--- config.mk ---
export PLATFORM = sky130hd
export DESIGN_NAME = sadc_ctrl
export DESIGN_NICKNAME = d
export VERILOG_FILES = /design/src/sadc_pkg.sv /design/src/sadc_ctrl.sv
export SDC_FILE = /design/constraint.sdc
export NUM_CORES = 1
export LEC_CHECK = 0
export BUFFER_PORTS_ARGS = -buffer_cell sky130_fd_sc_hd__buf_2
export CAP_MARGIN = 10
export CORE_MARGIN = 4
export CORE_UTILIZATION = 46
export CTS_CLUSTER_SIZE = 14
export DETAILED_ROUTE_END_ITERATION = 8
export PLACE_DENSITY_LB_ADDON = 0.08
export SLEW_MARGIN = 20
export SYNTH_ARGS = -nofsm -noshare
export SYNTH_HDL_FRONTEND = slang
export SYNTH_SLANG_ARGS = --single-unit
--- constraint.sdc ---
create_clock -name clk_sys_i -period 2.4 [get_ports clk_sys_i]
set_input_delay 0.12 -clock clk_sys_i [delete_from_list [all_inputs] [get_ports clk_sys_i]]
set_output_delay 0.12 -clock clk_sys_i [all_outputs]
set_load 0.05 [all_outputs]
--- src/sadc_pkg.sv ---
// Package: register map, field layout, modes and carriers of the converter control
package sadc_pkg;
   // Register addresses on the special function register port
   localparam logic [7:0] ADDR_AMX = 8'hBB;
   localparam logic [7:0] ADDR_CFG = 8'hBC;
   localparam logic [7:0] ADDR_CTL = 8'hE8;
   localparam logic [7:0] ADDR_RES = 8'hBE;
   // Reset values
   localparam logic [7:0] RST_AMX = 8'h00;
   localparam logic [7:0] RST_CFG = 8'h60;
   localparam logic [7:0] RST_CTL = 8'h00;
   localparam logic [7:0] RST_RES = 8'h00;
   // Input select fields
   localparam int AMX_EN_BIT = 5;
   localparam int PRT_LSB = 3;
   localparam int PIN_LSB = 0;
   // Configuration fields
   localparam int DIV_LSB = 5;
   localparam int GAIN_LSB = 0;
   // Control fields
   localparam int CTL_EN_BIT = 7;
   localparam int CTL_TM_BIT = 6;
   localparam int CTL_DONE_BIT = 5;
   localparam int CTL_BUSY_BIT = 4;
   localparam int STM_LSB = 2;
   // Start-of-conversion modes
   localparam logic [1:0] STM_DEMAND = 2'h0;
   localparam logic [1:0] STM_TIMER = 2'h3;
   // Low-power tracking length in SAR clocks
   localparam int TRACK_CLKS = 3;
   // Gain codes to the amplifier, as log2(gain)+1
   localparam logic [2:0] GAIN_HALF = 3'h0;
   localparam logic [2:0] GAIN_16 = 3'h5;
   typedef enum logic [1:0] {ST_IDLE, ST_TRACK, ST_CONV} sadc_state_t;
   // Register port request
   typedef struct packed {
      logic [7:0] addr;
      logic wr;
      logic [7:0] wdata;
   } sadc_sfr_t;
   // Controls to the analog front end and SAR core
   typedef struct packed {
      logic pwr;
      logic track;
      logic conv;
      logic tick;
      logic [2:0] gain;
   } sadc_ana_t;
endpackage

--- src/sadc_ctrl.sv ---
// Converter control: input select, gain, SAR clock divider, start and track sequencing
//
// Contract
// - Converter powered only while power enable set
// - Selector routes one pin of ports 0-3
// - Only the selected pin becomes analog input
// - Three-bit gain field, 10x=16, 11x=0.5
// - Gain is 1 after reset
// - SAR clock divides system clock by 1, 2, 4, 8 or 16
// - On-demand mode starts on busy-bit write 1
// - Timer mode starts on each Timer 2 overflow while not busy
// - Busy bit high for whole conversion
// - Busy falling at conversion end sets done, raises interrupt; a power-off abort does not
// - Result register holds each completed conversion
// - Default mode tracks except while converting
// - Low-power demand: track 3 SAR clocks, convert
// - Low-power timer: track 3 SAR clocks, convert
// - Tracking off during chip standby
`timescale 1ns/10ps
module sadc_ctrl
   import sadc_pkg::*;
#(
   parameter int TRK_CLKS = TRACK_CLKS
) (
   // Clock and reset
   input wire logic clk_sys_i,
   input wire logic rst_i,
   // Register port
   input wire sadc_sfr_t sfr_i,
   output logic [7:0] sfr_rdata_o,
   // Chip events
   input wire logic t2_ovf_i,
   input wire logic standby_i,
   input wire logic irq_en_i,
   output logic irq_o,
   // SAR core
   input wire logic sar_eoc_i,
   input wire logic [7:0] sar_data_i,
   output sadc_ana_t ana_o,
   // Analog-mode pin enables, port*8+pin
   output logic [31:0] ain_en_o
);

   if (TRK_CLKS < 1 || TRK_CLKS > 15) begin : g_chk
      $error("TRK_CLKS must be 1 to 15");
   end

   // Register state
   logic [7:0] amx_r, amx_nxt;
   logic [7:0] cfg_r, cfg_nxt;
   logic [7:0] ctl_r, ctl_nxt;
   logic [7:0] res_r, res_nxt;
   logic [7:0] rdata_r, rdata_nxt;
   // Divider state
   logic [3:0] div_r, div_nxt;
   logic [3:0] div_lim;
   logic tick;
   // Sequencer state
   sadc_state_t st_r, st_nxt;
   logic [3:0] trk_r, trk_nxt;
   logic en, busy, start, finish;
   logic wr_ctl;
   logic [2:0] gain_c;
   logic [4:0] pin_idx;

   assign en = ctl_r[CTL_EN_BIT];
   assign busy = (st_r != ST_IDLE);
   assign wr_ctl = sfr_i.wr && (sfr_i.addr == ADDR_CTL);
   assign finish = en && (st_r == ST_CONV) && sar_eoc_i;

   // Start request; reserved modes never start, and a start while busy is dropped
   always_comb begin
      start = 1'b0;
      if (!busy) begin
         if (ctl_r[STM_LSB+:2] == STM_DEMAND) begin
            start = wr_ctl && sfr_i.wdata[CTL_BUSY_BIT]
                    && sfr_i.wdata[CTL_EN_BIT];
         end else if (ctl_r[STM_LSB+:2] == STM_TIMER) begin
            start = en && t2_ovf_i;
         end
      end
   end

   // Register writes, result capture and read mux
   always_comb begin
      amx_nxt = amx_r;
      cfg_nxt = cfg_r;
      ctl_nxt = ctl_r;
      res_nxt = res_r;
      if (sfr_i.wr && sfr_i.addr == ADDR_AMX) begin
         amx_nxt = {2'h0, sfr_i.wdata[5:0]};
      end
      if (sfr_i.wr && sfr_i.addr == ADDR_CFG) begin
         cfg_nxt = {sfr_i.wdata[7:5], 2'h0, sfr_i.wdata[2:0]};
      end
      if (wr_ctl) begin
         ctl_nxt = sfr_i.wdata;
      end
      // Busy is never stored; it reads from the sequencer
      ctl_nxt[CTL_BUSY_BIT] = 1'b0;
      // Hardware set beats a software clear in the same cycle
      if (finish) begin
         ctl_nxt[CTL_DONE_BIT] = 1'b1;
         res_nxt = sar_data_i;
      end
      case (sfr_i.addr)
         ADDR_AMX: rdata_nxt = amx_r;
         ADDR_CFG: rdata_nxt = cfg_r;
         ADDR_CTL: rdata_nxt = ctl_r | ({7'h0, busy} << CTL_BUSY_BIT);
         ADDR_RES: rdata_nxt = res_r;
         default: rdata_nxt = 8'h00;
      endcase
   end

   always_ff @(posedge clk_sys_i or posedge rst_i) begin
      if (rst_i) begin
         amx_r <= RST_AMX;
         cfg_r <= RST_CFG;
         ctl_r <= RST_CTL;
         res_r <= RST_RES;
         rdata_r <= 8'h00;
      end else begin
         amx_r <= amx_nxt;
         cfg_r <= cfg_nxt;
         ctl_r <= ctl_nxt;
         res_r <= res_nxt;
         rdata_r <= rdata_nxt;
      end
   end

   // Divide limit from the divider code, saturating at divide by 16
   always_comb begin
      case (cfg_r[DIV_LSB+:3])
         3'h0: div_lim = 4'h0;
         3'h1: div_lim = 4'h1;
         3'h2: div_lim = 4'h3;
         3'h3: div_lim = 4'h7;
         default: div_lim = 4'hF;
      endcase
   end

   // SAR clock enable; the count rests at zero while powered down
   assign tick = en && (div_r >= div_lim);
   always_comb begin
      div_nxt = 4'h0;
      if (en && !tick) begin
         div_nxt = div_r + 4'h1;
      end
   end

   always_ff @(posedge clk_sys_i or posedge rst_i) begin
      if (rst_i) begin
         div_r <= 4'h0;
      end else begin
         div_r <= div_nxt;
      end
   end

   // Track and convert sequencer
   always_comb begin
      st_nxt = st_r;
      trk_nxt = trk_r;
      case (st_r)
         ST_IDLE: begin
            trk_nxt = 4'h0;
            if (start) begin
               // Default mode is already tracking, so it converts at once
               st_nxt = ctl_nxt[CTL_TM_BIT] ? ST_TRACK : ST_CONV;
            end
         end
         ST_TRACK: begin
            if (tick) begin
               trk_nxt = trk_r + 4'h1;
               if (trk_r == 4'(TRK_CLKS - 1)) begin
                  st_nxt = ST_CONV;
               end
            end
         end
         ST_CONV: begin
            if (sar_eoc_i) begin
               st_nxt = ST_IDLE;
            end
         end
         default: st_nxt = ST_IDLE;
      endcase
      // Losing power aborts without reporting completion
      if (!ctl_nxt[CTL_EN_BIT]) begin
         st_nxt = ST_IDLE;
      end
   end

   always_ff @(posedge clk_sys_i or posedge rst_i) begin
      if (rst_i) begin
         st_r <= ST_IDLE;
         trk_r <= 4'h0;
      end else begin
         st_r <= st_nxt;
         trk_r <= trk_nxt;
      end
   end

   // Gain decode to log2(gain)+1
   always_comb begin
      case (cfg_r[GAIN_LSB+:3])
         3'h0: gain_c = 3'h1;
         3'h1: gain_c = 3'h2;
         3'h2: gain_c = 3'h3;
         3'h3: gain_c = 3'h4;
         3'h4, 3'h5: gain_c = GAIN_16;
         default: gain_c = GAIN_HALF;
      endcase
   end

   // Analog controls; tracking follows the mode, and standby forces tracking off in both modes
   always_comb begin
      ana_o.pwr = en;
      ana_o.conv = (st_r == ST_CONV);
      ana_o.tick = tick;
      ana_o.gain = gain_c;
      if (ctl_r[CTL_TM_BIT]) begin
         ana_o.track = en && !standby_i && (st_r == ST_TRACK);
      end else begin
         ana_o.track = en && !standby_i && (st_r != ST_CONV);
      end
   end

   // One analog pin at a time; the rest of the port stays digital
   assign pin_idx = {amx_r[PRT_LSB+:2], amx_r[PIN_LSB+:3]};
   for (genvar i = 0; i < 32; i++) begin : g_pin
      assign ain_en_o[i] = en && amx_r[AMX_EN_BIT] && (pin_idx == 5'(i));
   end

   assign sfr_rdata_o = rdata_r;
   assign irq_o = ctl_r[CTL_DONE_BIT] && irq_en_i;
endmodule

After elaboration in Yosys (flattened, before gate mapping):

Cells that the tools add are included.
W data, S select, Z words.

* input bits: 31
* output and inout bits: 48
* register bits after elaboration: 45

* add/sub/neg operators: 2
* reductions and logical operators: 60
* eq/ne operators: 53
* order comparisons: 1
* bitwise operators: 1
* multiplexer cells: 19

Operator list (count)
* $eq A5 B5 Y1 const B: 16
* $logic_and A1 B1 Y1: 47
* $eq A5 B4 Y1 const B: 8
* $eq A8 B8 Y1 const B: 4
* $pmux W8 S4: 1
* $eq A5 B3 Y1 const B: 4
* $pmux W4 S4: 1
* $pmux W3 S5: 1
* $eq A3 B2 Y1 const B: 4
* $mux W2: 6
* $ne A3 B3 Y1 const B: 4
* $eq A5 B2 Y1 const B: 2
* $add A4 B1 Y4 const B: 2
* $mux W4: 2
* $mux W8: 1
* $or A8 B5 Y8: 1
* $pmux W4 S2: 1
* $eq A3 B1 Y1 const B: 2
* $eq A3 B3 Y1 const B: 2
* $logic_not A3 Y1: 2
* $pmux W2 S3: 1
* $reduce_bool A2 Y1: 3
* $eq A5 B1 Y1 const B: 1
* $logic_not A5 Y1: 1
* other kinds (11): 19

Logic depth before layout (Yosys ltp):

Gate-level depths: netlist (run 1).

* depth after elaboration: 9
* gate-level depth with buffers: 7
* gate-level depth less buffers: 7

Worst setup path after synthesis (run 1):

Ideal clock, no wire load.

* path type: flip-flop to flip-flop
* start point: register cfg_r[5]
* end point: register st_r[1]
* arrival: 2.246 ns
* slack: 0.034 ns
* stages on the path, launching flop included: 8
* period minus slack after synthesis: 2.366 ns
* cell sequence: dfstp_2 > or3_1 > ha_1 > nand2b_1 > a2111oi_1 > nor3b_2 > a31o_2 > a41o_1

* longest elaborated chain between the ends: 6
* elaborated cells between the ends (all ways): 9

Ends and longest elaborated chain
* start: declaration: RTL line sadc_ctrl.sv:50 `logic [7:0] cfg_r, cfg_nxt;`
* start signal: assignment: RTL line sadc_ctrl.sv:124 `cfg_r <= cfg_nxt;`
* $eq A3 B2 Y1 (tied with other cells): RTL line sadc_ctrl.sv:133 `case (cfg_r[DIV_LSB+:3])`
* $pmux W4 S4 (*): RTL line sadc_ctrl.sv:133
* $ge A4 B4 Y1 (*): RTL line sadc_ctrl.sv:143 `assign tick = en && (div_r >= div_lim);`
* $logic_and A1 B1 Y1 (*): RTL line sadc_ctrl.sv:143
* net tick: RTL line sadc_ctrl.sv:57 `logic tick;`
* $ne A3 B3 Y1 (no source line) (*)
* $reduce_and A4 Y1 (no source line) (*)
* end signal: assignment: RTL line sadc_ctrl.sv:197 `st_r <= st_nxt;`
* end: declaration: RTL line sadc_ctrl.sv:59 `sadc_state_t st_r, st_nxt;`

The timed path passes the listed nets; every way through them passes the cells marked *.
A chain may end at the register's enable or synchronous reset.

==> results.py, run 1 <==
metrics = {
    "run_status": {
        "outcome": "completed",
    },
    "timing": {
        "max_freq_mhz": 432,
        "setup_violations": 0,
        "period_share": 0.964,
        "worst_slew_pin_slew_ps": 524,
        "finalClockSkew_ps": 2.31,
        "hold_viol_final": 0,
        "worst_slew_margin_rel": 0.648,
        "slew_viol_final": 0,
        "fin_ws_ps": 86.1,
        "fin_crit_ps": 2310,
    },
    "setup_path": {
        "r2r_start": "cfg_r[5]",
        "r2r_setup_slack_ps": 130,
        "worst_path_max_delay_cell": "or3_4",
        "crit_type": "flop to output port",
        "critical_path_arrival_ps": 2190,
        "reg2reg_to": "trk_r[1]",
        "worstRegToRegCells": 9,
        "cp-end-kind": "output port",
        "critPathMaxFanout": 7,
        "cp-start-kind": "flop",
        "required_ps": 2280,
        "worstPathCellList": "or3_4 > ha_4 > nand2b_4 > a2111oi_4 > buf_4 > nor3b_4 > buf_8",
        "critPathMaxStageDelay_ps": 390,
    },
    "route": {
        "route.detailed.drc": 0,
        "via_per_inst": 5.27,
        "drt-initial-drc-count": 87,
        "dr.pass1.iters": 4,
        "wl_per_cell_um": 15.2,
        "vias": 2102,
        "ant_nets": 0,
        "wl_mm": 6.07,
    },
    "placement": {
        "portBuffers": 78,
        "place_ws_ps": 72.9,
        "routabilityCongestion": 0.772,
        "hpwl_mm": 4.50,
    },
    "logic_synthesis": {
        "synth.net_count": 283,
        "syn_area_sq_um": 2420,
        "synth_edf_count": 0,
        "syn_avg_cell_area_sq_um": 9.86,
        "yosysWarnings": 0,
        "synth_top_cell_by_area": "dfrtp_1",
        "synth_area_leaders": "dfrtp_1 (45%), mux2_2 (11%), nor2_1 (7.3%)",
        "synth_top_area_frac": 0.445,
        "synthCells": 245,
        "yosysSeqAreaShare": 0.467,
        "synth_flop_cell": "dfrtp_1",
        "synth_cell_types": 44,
        "synth.ff_latch_count": 45,
        "async_flop_share": 1.00,
    },
    "final_layout": {
        "nets": 366,
        "ff_latch_area_sq_um": 1130,
        "drive_gt1_frac": 0.401,
        "n_antenna_cell": 0,
        "multi_input_area_sq_um": 1250,
        "final.fill_count": 469,
        "final_core_util": 0.607,
        "syn_to_final_growth_pct": 28.3,
    },
    "global_routing": {
        "antenna_found_initial": 0,
        "grt_use_total": 0.185,
        "grt.overflow.total": 0,
        "grt_pass1_vias": 1838,
        "grt_max_degree": 31,
        "grt_pass1_wl_mm": 9.12,
    },
    "die": {
        "die_h_um": 80.5,
        "fp.dieW_um": 80.5,
        "die_area_sq_um": 6480,
        "core-area_sq_um": 5110,
        "start_util": 0.473,
        "ioPinCount": 79,
        "rows": 26,
    },
    "clock_tree": {
        "h-tree-depth": 2,
        "clk_latency_ps": 300,
        "clk_pin_slew_ps": 90,
        "ctsRootBufferMaster": "clkbuf_8",
        "cts_tree": "built",
        "clkSinkCount": 45,
        "cts_buffers": 5,
        "clk_path_buf_depth": 2,
    },
    "power": {
        "power_density_nw_per_um2": 527,
        "ir_drop_uv": 383,
        "leakage_uw": 0.00166,
    },
    "min_path": {
        "hold_end": "res_r[6]",
        "hold_path.class": "primary input to flop",
        "min_delay_path_depth": 2,
        "hold_start": "sar_data_i[6]",
    },
    "run": {
        "maxCapViolations": 0,
    },
}
[where the power goes]
part	switching (uW)	internal (uW)
clock	266	414
sequential	20.7	776
combinational	90.9	67.2
total	377	1260
[timing repair]
item,in CTS,in global routing
endpoints found under the hold margin,13,0
endpoints found under the setup margin,1,3
resized for setup,5,4
pin swaps,1,2
hold buffers,1,0
setup buffers,0,1
[layout by cell type, fill, tap and decap left out, types with 6 or more instances in the layout]
| cell type | instances |
|---|---|
| a22oi_1 | 9 |
| buf_2 | 77 |
| buf_4 | 8 |
| dfrtp_1 | 43 |
| ha_1 | 6 |
| inv_1 | 7 |
| mux2_2 | 24 |
| mux2i_1 | 6 |
| nand2_1 | 24 |
| nand3_1 | 6 |
| nor2_1 | 47 |
| nor2b_1 | 6 |
| o21ai_0 | 9 |
[kinds of logic (layout without fill, tap and decap cells)]
family	Yosys count	after routing	synth area share
buf+inv	19	103	0.0357
compound gates	32	32	0.0937
mux	30	30	0.137
simple gates	108	108	0.215
xor+xnor	3	3	0.0109
flops	45	45	0.467
fa+ha+maj	8	8	0.0404
[critical path, delay by kind of cell, from the launching register on]
| family | cells | cell delay, ps |
|---|---|---|
| AND/OR/NAND/NOR | 3 | 840 |
| flip-flops | 1 | 380 |
| buffers and inverters | 2 | 350 |
| adder cells (fa/ha/maj) | 1 | 270 |
| AO/OA/AOI/OAI | 1 | 60 |
[routing by layer]
metal	global-route usage	wire (um)
met5	0	0
met4	0.0591	65
met3	0.0415	434
met2	0.295	2910
met1	0.249	2660
[synth_stat cells (4+ instances only)]
master / instances
nand3_1: 6
nor2b_1: 6
ha_1: 7
a22oi_1: 9
nand2_1: 24
nand2b_1: 4
nor2_1: 47
o21ai_0: 9
inv_1: 8
dfrtp_1: 43
mux2i_1: 6
clkbuf_1: 8
mux2_2: 24
[worst max path at each step]
stage	from	endpoint	slack (ps)	cells past startpoint
after floorplan	cfg_r[5]	st_r[1]	30	7
after detailed placement	cfg_r[5]	trk_r[3]	70	9
final	cfg_r[5]	ana_o[3]	90	7
after CTS	cfg_r[5]	ana_o[3]	10	7
after global routing	cfg_r[5]	ana_o[3]	-20	7
after global placement	cfg_r[5]	st_r[1]	100	8
[layout make-up]
class | count | area share
clock buffers | 5 | 0.0222
clock inverters | 3 | 0.0210
repair buffers | 87 | 0.152
multi-input cells | 181 | 0.403
well taps | 70 | 0.0282
flip-flops and latches | 45 | 0.364
inverters | 8 | 0.00969
[registers in the layout (all words and copies together), names as in the netlist]
register     flops
amx_r            6
cfg_r            6
ctl_r            7
div_r            4
res_r            8
sfr_rdata_o      8
st_r             2
trk_r            4
[through the flow]
stage          hold WS [ps]  cell area [sq um]  setup TNS, ps  cells  total power (uW)
6_report               46.4               3100              0    399              1630
2_1_floorplan           237               2420              0    245               890
3_3_place_gp            113               2900              0    390               948
5_1_grt                37.5               3100          -15.2    399              1690
3_5_place_dp            115               2900              0    390               950
4_1_cts                37.7               3060              0    398              1630
No activity file was read; power rests on OpenSTA's default activity.
==> run 2: changes to the inputs <==
CORE_UTILIZATION = 50   (was 46)
clock period = 2.8 ns   (was 2.4 ns; I/O delays follow)
==> results.py, run 2 (same netlist as run 1, synthesis figures left out) <==
metrics = {
    "run_status": {
        "outcome": "completed",
    },
    "clock_tree": {
        "cts_buffers": 5,
        "h-tree-depth": 2,
        "ctsRootBufferMaster": "clkbuf_8",
        "clk_path_buf_depth": 2,
        "cts_resized": 0,
        "clk_latency_ps": 290,
        "cts_setup_buffers": 0,
        "clk_pin_slew_ps": 80,
        "cts_tree": "built",
        "clkSinkCount": 45,
    },
    "power": {
        "seq_power_share": 0.499,
        "leakage_uw": 0.00160,
        "p_sw_frac": 0.222,
        "p_comb_frac": 0.083,
        "ir_drop_uv": 384,
        "power_density_nw_per_um2": 460,
        "power.switching_uw": 304,
        "power_frac_clock": 0.418,
        "intPower_uw": 1060,
    },
    "route": {
        "ant_nets": 0,
        "dr.pass1.iters": 4,
        "wl_per_cell_um": 14.6,
        "route.detailed.drc": 0,
        "via_per_inst": 5.37,
        "vias": 2026,
        "wl_mm": 5.49,
        "drt-initial-drc-count": 116,
    },
    "timing": {
        "slew_viol_final": 0,
        "setup_violations": 0,
        "max_freq_mhz": 379,
        "worst_slew_pin_slew_ps": 550,
        "worst_slew_margin_rel": 0.632,
        "fin_crit_ps": 2640,
        "finalClockSkew_ps": 8.83,
        "tns_ps": 0,
        "rsz0062_at_grt": "false",
        "hold_viol_final": 0,
        "period_share": 0.941,
    },
    "setup_path": {
        "r2r_setup_slack_ps": 230,
        "critPathMaxStageDelay_ps": 540,
        "critical_path_arrival_ps": 2500,
        "worst_path_max_delay_cell": "a2111oi_1",
        "r2r_start": "cfg_r[5]",
        "required_ps": 2660,
        "cp-end-kind": "output port",
        "reg2reg_to": "st_r[1]",
        "critPathMaxFanout": 8,
        "worstPathCellList": "or3_1 > ha_1 > nand2b_1 > a2111oi_1 > nor3b_2 > buf_2",
        "crit_type": "flop to output port",
        "worstRegToRegCells": 7,
        "cp-start-kind": "flop",
    },
    "final_layout": {
        "final_area_sq_um": 2980,
        "nets": 360,
        "final_cell_mix": "buf_2 (78), nor2_1 (47), dfrtp_1 (43), mux2_2 (24), nand2_1 (24)",
        "syn_to_final_growth_pct": 23.2,
        "final.fill_count": 402,
        "drive_gt1_frac": 0.378,
        "ff_latch_area_sq_um": 1130,
        "final_common_cell": "buf_2",
        "n_antenna_cell": 0,
        "multi_input_area_sq_um": 1200,
    },
    "min_path": {
        "min_delay_path_depth": 2,
        "hold_start": "sar_data_i[6]",
        "hold_path.class": "primary input to flop",
        "hold_end": "res_r[6]",
    },
    "die": {
        "rows": 25,
        "die_area_sq_um": 6010,
        "ioPinCount": 79,
        "start_util": 0.515,
        "fp.dieW_um": 77.5,
        "die_h_um": 77.5,
        "core-area_sq_um": 4690,
    },
    "placement": {
        "placed_area_sq_um": 2830,
        "portBuffers": 78,
        "hpwl_mm": 4.27,
        "routabilityCongestion": 0.768,
    },
    "run": {
        "maxCapViolations": 0,
    },
    "global_routing": {
        "grt_use_total": 0.194,
        "grt.overflow.total": 0,
        "grt_max_degree": 37,
        "antenna_found_initial": 0,
        "grt_pass1_wl_mm": 9.35,
        "grt_pass1_vias": 1939,
    },
}
-- run 2: cell count changes in the layout (fill, tap and decap cells not counted), sizes merged --
cell / previous run / this run
buf: 86 / 80
-- run 2: area by class of cell --
cell class,instances,area share
Timing Repair Buffer,81,0.140
Clock inverter,3,0.0219
Tap cell,54,0.0227
Clock buffer,5,0.0231
Multi-Input combinational cell,181,0.404
Sequential cell,45,0.379
Inverter,8,0.0101
-- run 2: timing repair --
action	4_1_cts	5_1_grt
endpoints found under the setup margin	0	0
hold endpoints to repair	9	0
hold buffers	1	0
-- run 2: how the worst max path moves through the flow --
stage                  start  endpoint  cells after the start
finish              cfg_r[5]  ana_o[3]                      6
CTS                 cfg_r[5]  ana_o[3]                      6
global placement    cfg_r[5]   st_r[1]                      7
floorplan           cfg_r[5]   st_r[1]                      7
global route        cfg_r[5]  ana_o[3]                      6
detailed placement  cfg_r[5]   st_r[1]                      7
-- run 2: per-stage QoR --
step | utilization | setup WS, ps | total power [uW] | instances | hold slack [ps]
2_1_floorplan | - | 434 | 763 | 245 | 257
3_3_place_gp | 0.604 | 338 | 806 | 368 | 80.2
3_5_place_dp | 0.604 | 269 | 810 | 368 | 90.1
4_1_cts | 0.634 | 166 | 1390 | 377 | 67.6
5_1_grt | 0.634 | 95.8 | 1420 | 377 | 68.0
6_report | 0.634 | 164 | 1370 | 377 | 77.2
-- run 2: worst max-delay path, delay by kind of cell, from the launching register on --
kind	cells	cell delay, ps
and+or+nand+nor	3	730
DFF	1	390
buffers and inverters	1	260
AOI/OAI and AO/OA	1	540
adders and majority gates	1	280
-- run 2: metal layers --
layer | vias to the layer above | track usage | wire (um) | share of wire
met5 | - | 0 | 0 | 0
met3 | 7 | 0.0429 | 380 | 0.069
met1 | 927 | 0.265 | 2530 | 0.46
li1 | 1009 | - | - | -
met4 | 0 | 0.0641 | 78 | 0.014
met2 | 83 | 0.307 | 2500 | 0.46
-- run 2: power groups by stage --
| stage | clock network (uW) | logic [uW] | registers, uW |
|---|---|---|---|
| 4_1_cts | 587 | 115 | 683 |
| 3_3_place_gp | 0 | 111 | 695 |
| 5_1_grt | 612 | 127 | 687 |
| 3_5_place_dp | 0 | 113 | 696 |
| 6_report | 572 | 113 | 683 |
| 2_1_floorplan | 0 | 73.3 | 690 |
==> run 3: changes to the inputs <==
CELL_PAD_IN_SITES_DETAIL_PLACEMENT = 0   (was not set)
CELL_PAD_IN_SITES_GLOBAL_PLACEMENT = 2   (was not set)
CORE_UTILIZATION = 34   (was 50)
CTS_BUF_LIST = sky130_fd_sc_hd__clkbuf_2 sky130_fd_sc_hd__clkbuf_4 sky130_fd_sc_hd__clkbuf_8   (was not set)
==> results.py, run 3 (same netlist as run 1, synthesis figures left out) <==
metrics = {
    "run_status": {
        "outcome": "completed",
    },
    "clock_tree": {
        "ctsRootBufferMaster": "clkbuf_8",
        "cts_tree": "built",
        "clk_pin_slew_ps": 80,
        "cts_setup_buffers": 0,
        "h-tree-depth": 2,
        "cts_hold_buf": 1,
        "clk_latency_ps": 300,
        "clkSinkCount": 45,
        "clk_path_buf_depth": 2,
        "cts_buffers": 5,
        "cts_resized": 0,
    },
    "timing": {
        "max_freq_mhz": 382,
        "slew_viol_final": 0,
        "worst_slew_margin_rel": 0.586,
        "fin_crit_ps": 2620,
        "period_share": 0.936,
        "finalClockSkew_ps": 2.54,
        "rsz0062_at_grt": "false",
        "worst_slew_pin_slew_ps": 621,
        "fin_ws_ps": 180,
        "whs_ps": 64.2,
        "tns_ps": 0,
        "hold_viol_final": 0,
        "setup_violations": 0,
    },
    "global_routing": {
        "grt_pass1_wl_mm": 10.5,
        "antenna_found_initial": 0,
        "grt_use_total": 0.156,
        "grt_pass1_vias": 2066,
        "met2_usage": 0.243,
        "grt.overflow.total": 0,
        "grtUsageMet3": 0.0349,
        "grt_busiest_layer": "met2",
        "grt_max_degree": 30,
        "grtUsageMet1": 0.216,
    },
    "setup_path": {
        "critPathMaxStageDelay_ps": 530,
        "worstPathCellList": "or3_1 > ha_1 > nand2b_1 > a2111oi_1 > nor3b_2 > buf_2",
        "required_ps": 2660,
        "critPathMaxFanout": 8,
        "worst_path_max_delay_cell": "a2111oi_1",
        "critical_path_arrival_ps": 2480,
        "cp-end-kind": "output port",
        "crit_type": "flop to output port",
        "cp-start-kind": "flop",
    },
    "route": {
        "dr.pass1.iters": 7,
        "route.detailed.drc": 0,
        "wl_mm": 6.26,
        "wl_per_cell_um": 14.9,
        "via_per_inst": 4.84,
        "drt-initial-drc-count": 123,
        "ant_nets": 0,
        "vias": 2032,
    },
    "final_layout": {
        "nets": 361,
        "final_cell_mix": "buf_2 (78), nor2_1 (47), dfrtp_1 (43), mux2_2 (24), nand2_1 (24)",
        "syn_to_final_growth_pct": 25.7,
        "n_antenna_cell": 0,
        "final_common_cell": "buf_2",
        "drive_gt1_frac": 0.383,
        "final_core_util": 0.445,
    },
    "placement": {
        "portBuffers": 78,
        "routabilityCongestion": 0.807,
        "hpwl_mm": 4.82,
        "place_ws_ps": 288,
    },
    "die": {
        "die_h_um": 92.3,
        "start_util": 0.354,
        "die_area_sq_um": 8520,
        "fp.dieW_um": 92.3,
        "core-area_sq_um": 6830,
        "rows": 30,
        "ioPinCount": 79,
    },
    "power": {
        "leakage_uw": 0.00160,
        "power_density_nw_per_um2": 454,
        "ir_drop_uv": 307,
        "total_power_uw": 1380,
    },
    "min_path": {
        "hold_path.class": "primary input to flop",
    },
    "run": {
        "maxCapViolations": 0,
    },
}
## run 3: changes by cell type in the layout (fill, tap and decap cells not counted)
cell	change
buf_4	+1
clkinv_1	-1
inv_2	+1
## run 3: metal layers
metal,vias up,wire length [um],part of all wire
met5,-,0,0
met4,0,74,0.012
met3,6,410,0.066
met2,70,2730,0.44
met1,948,3040,0.49
li1,1008,-,-
## run 3: final timing paths
check / cells after the start / startpoint / slack (ps) / end
max in group asynchronous: 4 / rst_i / 1600 / cfg_r[6]
worst max register to register: 7 / cfg_r[5] / 250 / st_r[1]
worst min-delay path: 2 / sar_data_i[0] / 60 / res_r[0]
worst min register to register: 2 / res_r[3] / 500 / sfr_rdata_o[3]
worst max-delay path: 6 / cfg_r[5] / 180 / ana_o[3]
min in group asynchronous: 3 / rst_i / 470 / st_r[0]
## run 3: through the flow
stage,instance area (sq um),std cells
floorplan,2420,245
global placement,2890,411
detailed placement,2890,411
CTS,3040,420
global route,3040,420
finish,3040,420
## run 3: area by class of cell
| cell class | instances | area, sq um |
|---|---|---|
| repair buffers | 82 | 423 |
| flip-flops and latches | 45 | 1130 |
| fillers | 698 | 3790 |
| clock inverters | 3 | 65.1 |
| inverters | 8 | 30.0 |
| multi-input cells | 181 | 1200 |
| clock buffers | 5 | 68.8 |
| well taps | 96 | 120 |
## run 3: critical path, delay by kind of cell (launching register included)
family                   cells  cell delay, ps
buffers and inverters        1             260
adder cells (fa/ha/maj)      1             270
AO/OA/AOI/OAI                1             530
flip-flops                   1             390
AND/OR/NAND/NOR              3             720
## run 3: power by group
part           total (uW)  switching [uW]  internal, uW
Clock                 580             225           354
Combinational         114            68.9          45.1
Sequential            684            19.6           665
Total                1380             314          1060
